===== src/include/bcob_regs.vh =====
// register offsets, field positions, reset values and decode constants
// for the converter start-up configuration bank
`ifndef BCOB_REGS_VH
`define BCOB_REGS_VH

// printed offsets are register indices; byte address is four times these
`define BCOB_IDX_CONV_TWO    16'h7812
`define BCOB_IDX_CONV_THREE  16'h7813
`define BCOB_ADDR_CONV_TWO   18'h1e048
`define BCOB_ADDR_CONV_THREE 18'h1e04c

`define BCOB_RST_CONV_TWO    16'h0080
`define BCOB_RST_CONV_THREE  16'h0000

// field positions
`define BCOB_SLOT_HI   15
`define BCOB_SLOT_LO   13
`define BCOB_FREQ_HI   9
`define BCOB_FREQ_LO   8
`define BCOB_PHASE_BIT 7
`define BCOB_VSEL_HI   6
`define BCOB_VSEL_LO   0
`define BCOB_CAP_HI    1
`define BCOB_CAP_LO    0

// slot encodings
`define BCOB_SLOT_OFF  3'h0
`define BCOB_SLOT_MAX  3'h5
`define BCOB_SLOT_HW1  3'h6
`define BCOB_SLOT_HW2  3'h7

// switching rate code for 4 MHz
`define BCOB_FREQ_4MHZ 2'h3

// voltages in units of 0.1 mV
`define BCOB_TWO_VMIN     16'h1770
`define BCOB_TWO_VMAX     16'h4650
`define BCOB_TWO_STEP     16'h007d
`define BCOB_TWO_CLAMP_LO 7'h08
`define BCOB_TWO_CLAMP_HI 7'h68
`define BCOB_TWO_4MHZ_MAX 7'h48
`define BCOB_THR_VMIN     16'h2134
`define BCOB_THR_VMAX     16'h84d0
`define BCOB_THR_STEP     16'h00fa
`define BCOB_THR_CLAMP_HI 7'h66

// ahb transfer type
`define BCOB_HTRANS_NONSEQ 2'h2

`endif


===== src/logic/bcob_top.v =====
// converter start-up configuration bank: two 16-bit words on ahb-lite,
// with registered decodes of voltage, slot and phase for the sequencer.
// assumes one ahb-lite master, word accesses, i_clk at 250 MHz.
`timescale 1ns/1ps
`include "bcob_regs.vh"

module bcob_top #(
  parameter AW = 18
) (
  input  wire        i_clk,
  input  wire        i_rstn,
  input  wire        i_ce,
  input  wire        i_hsel,
  input  wire [AW-1:0] i_haddr,
  input  wire [1:0]  i_htrans,
  input  wire        i_hwrite,
  input  wire [2:0]  i_hsize,
  input  wire [31:0] i_hwdata,
  input  wire        i_hready,
  output reg  [31:0] o_hrdata,
  output reg         o_hreadyout,
  output reg         o_hresp,
  output reg  [15:0] o_conv_two_voltage,
  output reg  [1:0]  o_conv_two_capacitor_range,
  output reg         o_conv_two_rate_violation,
  output reg  [15:0] o_conv_three_voltage,
  output reg  [1:0]  o_conv_three_capacitor_range,
  output reg         o_conv_three_clock_phase,
  output reg         o_conv_three_off,
  output reg  [2:0]  o_conv_three_timeslot,
  output reg         o_conv_three_hw_enable1,
  output reg         o_conv_three_hw_enable2
);

  reg  [15:0] conv_two_q;
  reg  [15:0] conv_three_q;
  reg         wr_pend_q;
  reg         wr_sel_two_q;
  reg         wr_sel_thr_q;

  wire        acc = i_hsel & i_hready & (i_htrans == `BCOB_HTRANS_NONSEQ);
  wire        hit_two = (i_haddr == `BCOB_ADDR_CONV_TWO);
  wire        hit_thr = (i_haddr == `BCOB_ADDR_CONV_THREE);

  // forward pending write so a read right behind it sees the new word
  wire [15:0] two_now = (wr_pend_q & wr_sel_two_q) ?
                        i_hwdata[15:0] : conv_two_q;
  wire [15:0] thr_now = (wr_pend_q & wr_sel_thr_q) ?
                        i_hwdata[15:0] : conv_three_q;

  wire [6:0]  two_code = conv_two_q[`BCOB_VSEL_HI:`BCOB_VSEL_LO];
  wire [6:0]  thr_code = conv_three_q[`BCOB_VSEL_HI:`BCOB_VSEL_LO];
  wire [2:0]  thr_slot = conv_three_q[`BCOB_SLOT_HI:`BCOB_SLOT_LO];
  wire [1:0]  two_freq = conv_two_q[`BCOB_FREQ_HI:`BCOB_FREQ_LO];

  reg  [15:0] two_volt_d;
  reg  [15:0] thr_volt_d;
  reg  [6:0]  two_off;

  // fine 12.5 mV / 25 mV steps fall out of the linear decode
  always @*
  begin
    two_off = two_code - `BCOB_TWO_CLAMP_LO;
    if (two_code <= `BCOB_TWO_CLAMP_LO)
      two_volt_d = `BCOB_TWO_VMIN;
    else if (two_code >= `BCOB_TWO_CLAMP_HI)
      two_volt_d = `BCOB_TWO_VMAX;
    else
      two_volt_d = `BCOB_TWO_VMIN +
                   {9'h000, two_off} * `BCOB_TWO_STEP;
    if (thr_code >= `BCOB_THR_CLAMP_HI)
      thr_volt_d = `BCOB_THR_VMAX;
    else
      thr_volt_d = `BCOB_THR_VMIN +
                   {9'h000, thr_code} * `BCOB_THR_STEP;
  end

  always @(posedge i_clk or negedge i_rstn)
  begin
    if (!i_rstn)
    begin
      conv_two_q   <= `BCOB_RST_CONV_TWO;
      conv_three_q <= `BCOB_RST_CONV_THREE;
      wr_pend_q    <= 1'b0;
      wr_sel_two_q <= 1'b0;
      wr_sel_thr_q <= 1'b0;
      o_hrdata     <= 32'h00000000;
      o_hreadyout  <= 1'b1;
      o_hresp      <= 1'b0;
    end
    else if (i_ce)
    begin
      // zero-wait slave: always ready, always okay
      o_hreadyout <= 1'b1;
      o_hresp     <= 1'b0;
      if (wr_pend_q & wr_sel_two_q)
        conv_two_q <= i_hwdata[15:0];
      if (wr_pend_q & wr_sel_thr_q)
        conv_three_q <= i_hwdata[15:0];
      wr_pend_q    <= acc & i_hwrite;
      wr_sel_two_q <= acc & i_hwrite & hit_two;
      wr_sel_thr_q <= acc & i_hwrite & hit_thr;
      // unmapped reads return zero
      if (acc & ~i_hwrite)
        o_hrdata <= hit_two ? {16'h0000, two_now} :
                    hit_thr ? {16'h0000, thr_now} : 32'h00000000;
    end
  end

  // decodes lag the stored word by one cycle
  always @(posedge i_clk or negedge i_rstn)
  begin
    if (!i_rstn)
    begin
      o_conv_two_voltage           <= `BCOB_TWO_VMIN;
      o_conv_two_capacitor_range   <= 2'h0;
      o_conv_two_rate_violation    <= 1'b0;
      o_conv_three_voltage         <= `BCOB_THR_VMIN;
      o_conv_three_capacitor_range <= 2'h0;
      o_conv_three_clock_phase     <= 1'b0;
      o_conv_three_off             <= 1'b1;
      o_conv_three_timeslot        <= 3'h0;
      o_conv_three_hw_enable1      <= 1'b0;
      o_conv_three_hw_enable2      <= 1'b0;
    end
    else if (i_ce)
    begin
      o_conv_two_voltage   <= two_volt_d;
      o_conv_three_voltage <= thr_volt_d;
      o_conv_two_capacitor_range <=
        conv_two_q[`BCOB_CAP_HI:`BCOB_CAP_LO];
      o_conv_three_capacitor_range <=
        conv_three_q[`BCOB_CAP_HI:`BCOB_CAP_LO];
      // flag only: the device does not enforce the 4 MHz ceiling
      o_conv_two_rate_violation <= (two_freq == `BCOB_FREQ_4MHZ) &
                         (two_code > `BCOB_TWO_4MHZ_MAX);
      o_conv_three_clock_phase <=
        conv_three_q[`BCOB_PHASE_BIT];
      o_conv_three_off <= (thr_slot == `BCOB_SLOT_OFF);
      o_conv_three_timeslot <= (thr_slot <= `BCOB_SLOT_MAX) ?
                               thr_slot : 3'h0;
      o_conv_three_hw_enable1 <= (thr_slot == `BCOB_SLOT_HW1);
      o_conv_three_hw_enable2 <= (thr_slot == `BCOB_SLOT_HW2);
    end
  end

endmodule // bcob_top


===== config.mk =====
export PLATFORM = sky130hd
export DESIGN_NAME = bcob_top
export DESIGN_NICKNAME = d
export VERILOG_FILES = /design/src/logic/bcob_top.v
export VERILOG_INCLUDE_DIRS = /design/src /design/src/include
export SDC_FILE = /design/constraint.sdc
export NUM_CORES = 1
export LEC_CHECK = 0
export ABC_AREA = 1
export BUFFER_PORTS_ARGS = -buffer_cell sky130_fd_sc_hd__buf_2
export CAP_MARGIN = 20
export CORE_MARGIN = 2
export CORE_UTILIZATION = 45
export CTS_CLUSTER_DIAMETER = 30
export CTS_CLUSTER_SIZE = 16
export DETAILED_ROUTE_END_ITERATION = 12
export PLACE_DENSITY_LB_ADDON = 0.3
export SYNTH_ARGS = -nofsm -noshare
export SYNTH_HDL_FRONTEND = slang
export SYNTH_SLANG_ARGS = --single-unit

===== constraint.sdc =====
create_clock -name i_clk -period 5.7 [get_ports i_clk]
set_clock_uncertainty 0.15 [all_clocks]
set_input_delay 1.14 -clock i_clk [delete_from_list [all_inputs] [get_ports i_clk]]
set_output_delay 1.14 -clock i_clk [all_outputs]
set_load 0.005 [all_outputs]

== Yosys cells after proc, flatten, opt, wreduce, memory -nomap -nowiden ==
Index checks and enable logic that the tools add are counted.

* Shift operators: 0
* Add/sub/neg operators: 3
* Bitwise gates (word level): 10
* Div/mod/pow operators: 0
* Reductions and logical operators: 2
* $mul: 2
* Eq/ne operators: 6
* Multiplexer cells: 8
* Magnitude comparators: 5

{| class="wikitable"
|+ Operators by type and width
! kind !! count
|-
| two-way mux 16 bit || 6
|-
| == test 18 x 17 -> 1 bit (second input constant) || 2
|-
| multiplier 7 x 7 -> 14 bit (second input constant) || 2
|-
| adder 14 x 15 -> 16 bit (first input constant) || 1
|-
| adder 13 x 14 -> 15 bit (first input constant) || 1
|-
| two-way mux 15 bit || 1
|-
| >= comparator 7 bit (second input constant) || 2
|-
| AND 1 bit || 9
|-
| greater-than comparator 7 bit (second input constant) || 1
|-
| less-or-equal comparator 7 x 4 -> 1 bit (second input constant) || 1
|-
| subtractor 7 x 4 -> 7 bit (second input constant) || 1
|-
| == test 3 bit (second input constant) || 2
|-
| == test 2 bit (second input constant) || 2
|-
| less-or-equal comparator 3 bit (second input constant) || 1
|-
| logical NOT 3 bit || 1
|-
| two-way mux 3 bit || 1
|-
| AND reduction 2 bit || 1
|-
| inverter 1 bit || 1
|}

* Output and inout bits: 78
* Bits in writable memories: 0
* Bits in latches: 0
* Memories: 0
* ROM bits: 0
* Register bits after elaboration: 111

== Longest topological paths before layout ==
* Depth in word-level cells: 5
* Gate-level depth with buffers: 23
* Depth with buffers taken out: 23

== Worst setup path before layout ==
No wires, ideal clock.

* Path kind: reg-to-reg
* From: reg conv_two_q[3]
* To: reg o_conv_two_voltage[14]
* Library setup time: 0.116 ns
* Data required time: 5.434 ns
* Buffers on the path: 0
* Path slack: 1.070 ns
* Arrival time: 4.363 ns
* Cell stages (with the launch flop): 23
* Path through: dfrtp_1 -> inv_2 -> ha_1 -> inv_1 -> nor2_1 -> nor2_1 -> inv_1 -> ha_1 -> inv_1 -> fa_1 -> inv_1 -> fa_1 -> fa_1 -> ha_1 -> a21oi_1 -> o21ai_1 -> nand4_1 -> nand2_1 -> a21oi_1 -> nand2b_1 -> nand3_1 -> nand2_1 -> nand2_1

* Longest elaborated chain between the ends: 5

{| class="wikitable"
|+ Ends and longest elaborated chain
! element !! line !! RTL
|-
| start, declared || bcob_top.v:35 || <nowiki>reg [15:0] conv_two_q;</nowiki>
|-
| start signal, assigned || bcob_top.v:82 || <nowiki>conv_two_q <= `BCOB_RST_CONV_TWO;</nowiki>
|-
| start signal, assigned || bcob_top.v:97 || <nowiki>conv_two_q <= i_hwdata[15:0];</nowiki>
|-
| subtractor 7 x 4 -> 7 bit (no source line) || n/a ||
|-
| multiplier 7 x 7 -> 14 bit (no source line) || n/a ||
|-
| adder 13 x 14 -> 15 bit (no source line) || n/a ||
|-
| two-way mux 15 bit || bcob_top.v:66 || <nowiki>else if (two_code >= `BCOB_TWO_CLAMP_HI)</nowiki>
|-
| two-way mux 16 bit * || bcob_top.v:64 || <nowiki>if (two_code <= `BCOB_TWO_CLAMP_LO)</nowiki>
|-
| end signal, assigned || bcob_top.v:115 || <nowiki>o_conv_two_voltage <= `BCOB_TWO_VMIN;</nowiki>
|-
| end signal, assigned || bcob_top.v:128 || <nowiki>o_conv_two_voltage <= two_volt_d;</nowiki>
|-
| end, declared || bcob_top.v:23 || <nowiki>output reg [15:0] o_conv_two_voltage,</nowiki>
|}

Mark *: on every way between the ends. The rest lies on a longest branch, timed or not.
A chain may end at the register's enable or synchronous reset.

== Worst setup path after layout ==
Same ends and word-level chain as after synthesis.

==> metrics <==
CTS Buf Count 9; Global Route Usage Sum 20.3%; crit-path most repeated cell inv_1; EDFF count, synth 0; dominant synthesized flop cell dfrtp_1; status finished clean; area of the multi-input gates 4320 sq um; synth unique cells 47; vias per inst 4.99; die width 131 um; final worst setup slack 0.588 ns; die area 17100 sq um; Post-CTS Setup Inserts 0; CP max-delay cell fa_1; Max Fanout on Critical Path 8; pre-CTS setup slack 0.588 ns; core area 15800 sq um; most common cell after layout, fill and taps aside nand2_1; gpl congestion 0.818; die height 131 um; First-pass DRT Iterations 6; Startpoint Class flip-flop; Max Freq 0.196 GHz; Compound-Gate Fraction of Synth Area 12.7%; DRC viols 0; post-CTS sizing 0; worst-margin pin slew 0.938 ns; crit path DAT 5.21 ns; Final Critical Period 5.11 ns; share of the synthesized area in the top cell type 27.3%; WL final 16.3 mm; vias 5733; Fillers 1517; Synth area leader dfrtp_1; Setup crit end kind flip-flop; slowest stage delay, CP 0.53 ns; first-pass GRT wire length 27.0 mm; CTS max path bufs 2; Clk Latency, worst-skew pair 0.36 ns; Fin. Hold Viols 0; grt total ovfl 0; Synth Area in Simple Gates 18.1%; nets 1103; Iteration-0 DRC Markers 332; post-synthesis cell count 839; fin util 51.4%; Crit path required time 5.79 ns; Synth Area in Adders 23.6%; sequential area share after synthesis 32.3%; I/O pins 139; number of global-route vias before repair 5437; Reg clk slew, reported paths 0.07 ns; final worst path period share 89.7%; Final Setup Violations 0; CP delay by family, top adder cells; commonest cells after routing, fill and taps aside 200 x nand2_1, 98 x buf_2, 96 x inv_1, 81 x o21ai_0, 81 x ha_1; cells along the critical path inv_2, ha_1, inv_1, nor2_1, nor2_1, inv_1, ha_1, inv_1, fa_1, inv_1, fa_1, fa_1, ha_1, a21oi_1, o21ai_1, nand4_1, nand2_1, a21oi_1, nand2b_1, nand3_1, nand2_1, nand2_1; Clock Tree Root clkbuf_16; H-tree Lvls 3; IR drop worst, VDD 0.000157 V; power per standard cell area 171 nW/um^2; ys async rst share 100%; min-delay worst type flip-flop to flip-flop; share of layout cells above drive strength 1 18.7%; Sum Neg Setup Slack 0 ns; Core Rows 46; largest family of logic cells by synthesized area adder cells; Pwr Total 1.39 mW; hold_buf cts 0; Initial Util 45.8%; Synth Warn # 0; Mapped Area 7250 sq um; Routed wire per std cell 14.2 um; CTS tree done; total of max-cap violations 0; I/O Buffers 99; Leak Pwr 4.44 nW; largest net degree at the start of global routing 74; Post-DRT Antenna Nets 0; hpwl dp 12.5 mm; initial antenna violation count 5; mux cell area share after synthesis 1.93%; Worst slew margin 37.3%; Post-Syn Area per Cell 8.64 sq um; Synth Area in XOR/XNOR 2.17%; synth top area cells dfrtp_1 27%, ha_1 14%, nand2_1 10%; Final Slew Violations 0; RSZ-0062 raised after global routing no; CP bufs+invs 5; CTS sink count 93; FF+latch area 2340 sq um; area grow syn2layout 12.3%; number of synthesized register bits 93; critical path type flip-flop to flip-flop
layout make-up:
type	instances	area share, %
multi-input combinational	617	53.1
sequential	93	28.8
timing repair buffer	101	6.30
inverter	104	4.80
tap	216	3.32
clock buffer	10	2.94
clock inverter	6	0.676
antenna	3	0.0922
Yosys cell counts (2+ instances only):
master	number
o21bai_1	2
conb_1	2
dfstp_2	14
a31oi_1	2
xor2_1	12
clkbuf_1	12
nand2_2	8
ha_1	81
nor2_1	28
mux2i_1	14
o31ai_1	4
or2_2	3
a21oi_1	23
nand3b_1	3
nand4_1	8
o22ai_1	7
xnor2_1	6
buf_6	2
buf_4	20
inv_2	8
nor2_4	3
dfrtp_1	79
nand2_1	200
nor4_4	3
o21ai_1	16
buf_2	8
nand3_1	28
a22o_1	3
o22ai_2	10
fa_1	35
o21ai_0	81
inv_1	96
nand3_2	4
worst register-to-register path: cells and delay by family (launching register included):
| kind | cells | cell delay, ns |
|---|---|---|
| adder cells (fa/ha/maj) | 6 | 2.52 |
| AND/OR/NAND/NOR | 8 | 0.91 |
| buffers and inverters | 5 | 0.56 |
| flip-flops | 1 | 0.47 |
| AO/OA/AOI/OAI | 3 | 0.39 |
power breakdown:
group / leakage, nW / switching [mW] / internal, mW / total, mW
Sequential: 1.24 / 0.0118 / 0.683 / 0.695
Combinational: 3.07 / 0.0627 / 0.0309 / 0.0936
Clock: 0.139 / 0.284 / 0.316 / 0.600
layer usage:
metal	up-vias	global-route usage [%]	wire length (um)
met5	-	0	21
met2	206	31.1	6940
li1	2884	-	-
met1	2609	27.6	7630
met3	30	5.74	1260
met4	4	7.38	426
sequential cells by signal, indices dropped and copies added, names as in the netlist:
register,flops
conv_three_q,16
conv_two_q,16
o_conv_three_capacitor_range,2
o_conv_three_clock_phase,1
o_conv_three_hw_enable1,1
o_conv_three_hw_enable2,1
o_conv_three_off,1
o_conv_three_timeslot,3
o_conv_three_voltage,15
o_conv_two_capacitor_range,2
o_conv_two_rate_violation,1
o_conv_two_voltage,15
o_hrdata,16
wr_pend_q,1
wr_sel_thr_q,1
wr_sel_two_q,1
per-stage QoR:
step | std cells | instance area (sq um) | hold WS, ns
2_1_floorplan | 857 | 7320 | 0.303
3_3_place_gp | 1131 | 7840 | 0.311
3_5_place_dp | 1131 | 7840 | 0.315
4_1_cts | 1147 | 8130 | 0.326
5_1_grt | 1149 | 8140 | 0.349
6_report | 1150 | 8140 | 0.321
worst paths after layout:
path	slack [ns]	endpoint	start	depth (start not counted)
max in group asynchronous	3.75	conv_two_q[7]$_DFFE_PN1P_	i_rstn	2
max	0.59	o_conv_two_voltage[14]$_DFFE_PN0P_	conv_two_q[3]$_DFFE_PN0P_	22
min reg2reg	0.32	o_conv_three_voltage[13]$_DFFE_PN1P_	o_conv_three_voltage[13]$_DFFE_PN1P_	2
min	0.32	o_conv_three_voltage[13]$_DFFE_PN1P_	o_conv_three_voltage[13]$_DFFE_PN1P_	2
min in group asynchronous	0.71	o_conv_three_voltage[9]$_DFFE_PN0P_	i_rstn	1
max reg2reg	0.59	o_conv_two_voltage[14]$_DFFE_PN0P_	conv_two_q[3]$_DFFE_PN0P_	22
kinds of logic (layout without fill, tap and decap cells):
kind of cell,count (synthesis),in the layout
adders and majority gates,116,116
and+or+nand+nor,294,294
buffers and inverters,147,221
xor gates and xnor gates,18,18
DFF,93,93
muxes,14,14
AOI/OAI and AO/OA,155,155
other,2,23
Note: power is estimated with default switching activity, not from simulation.
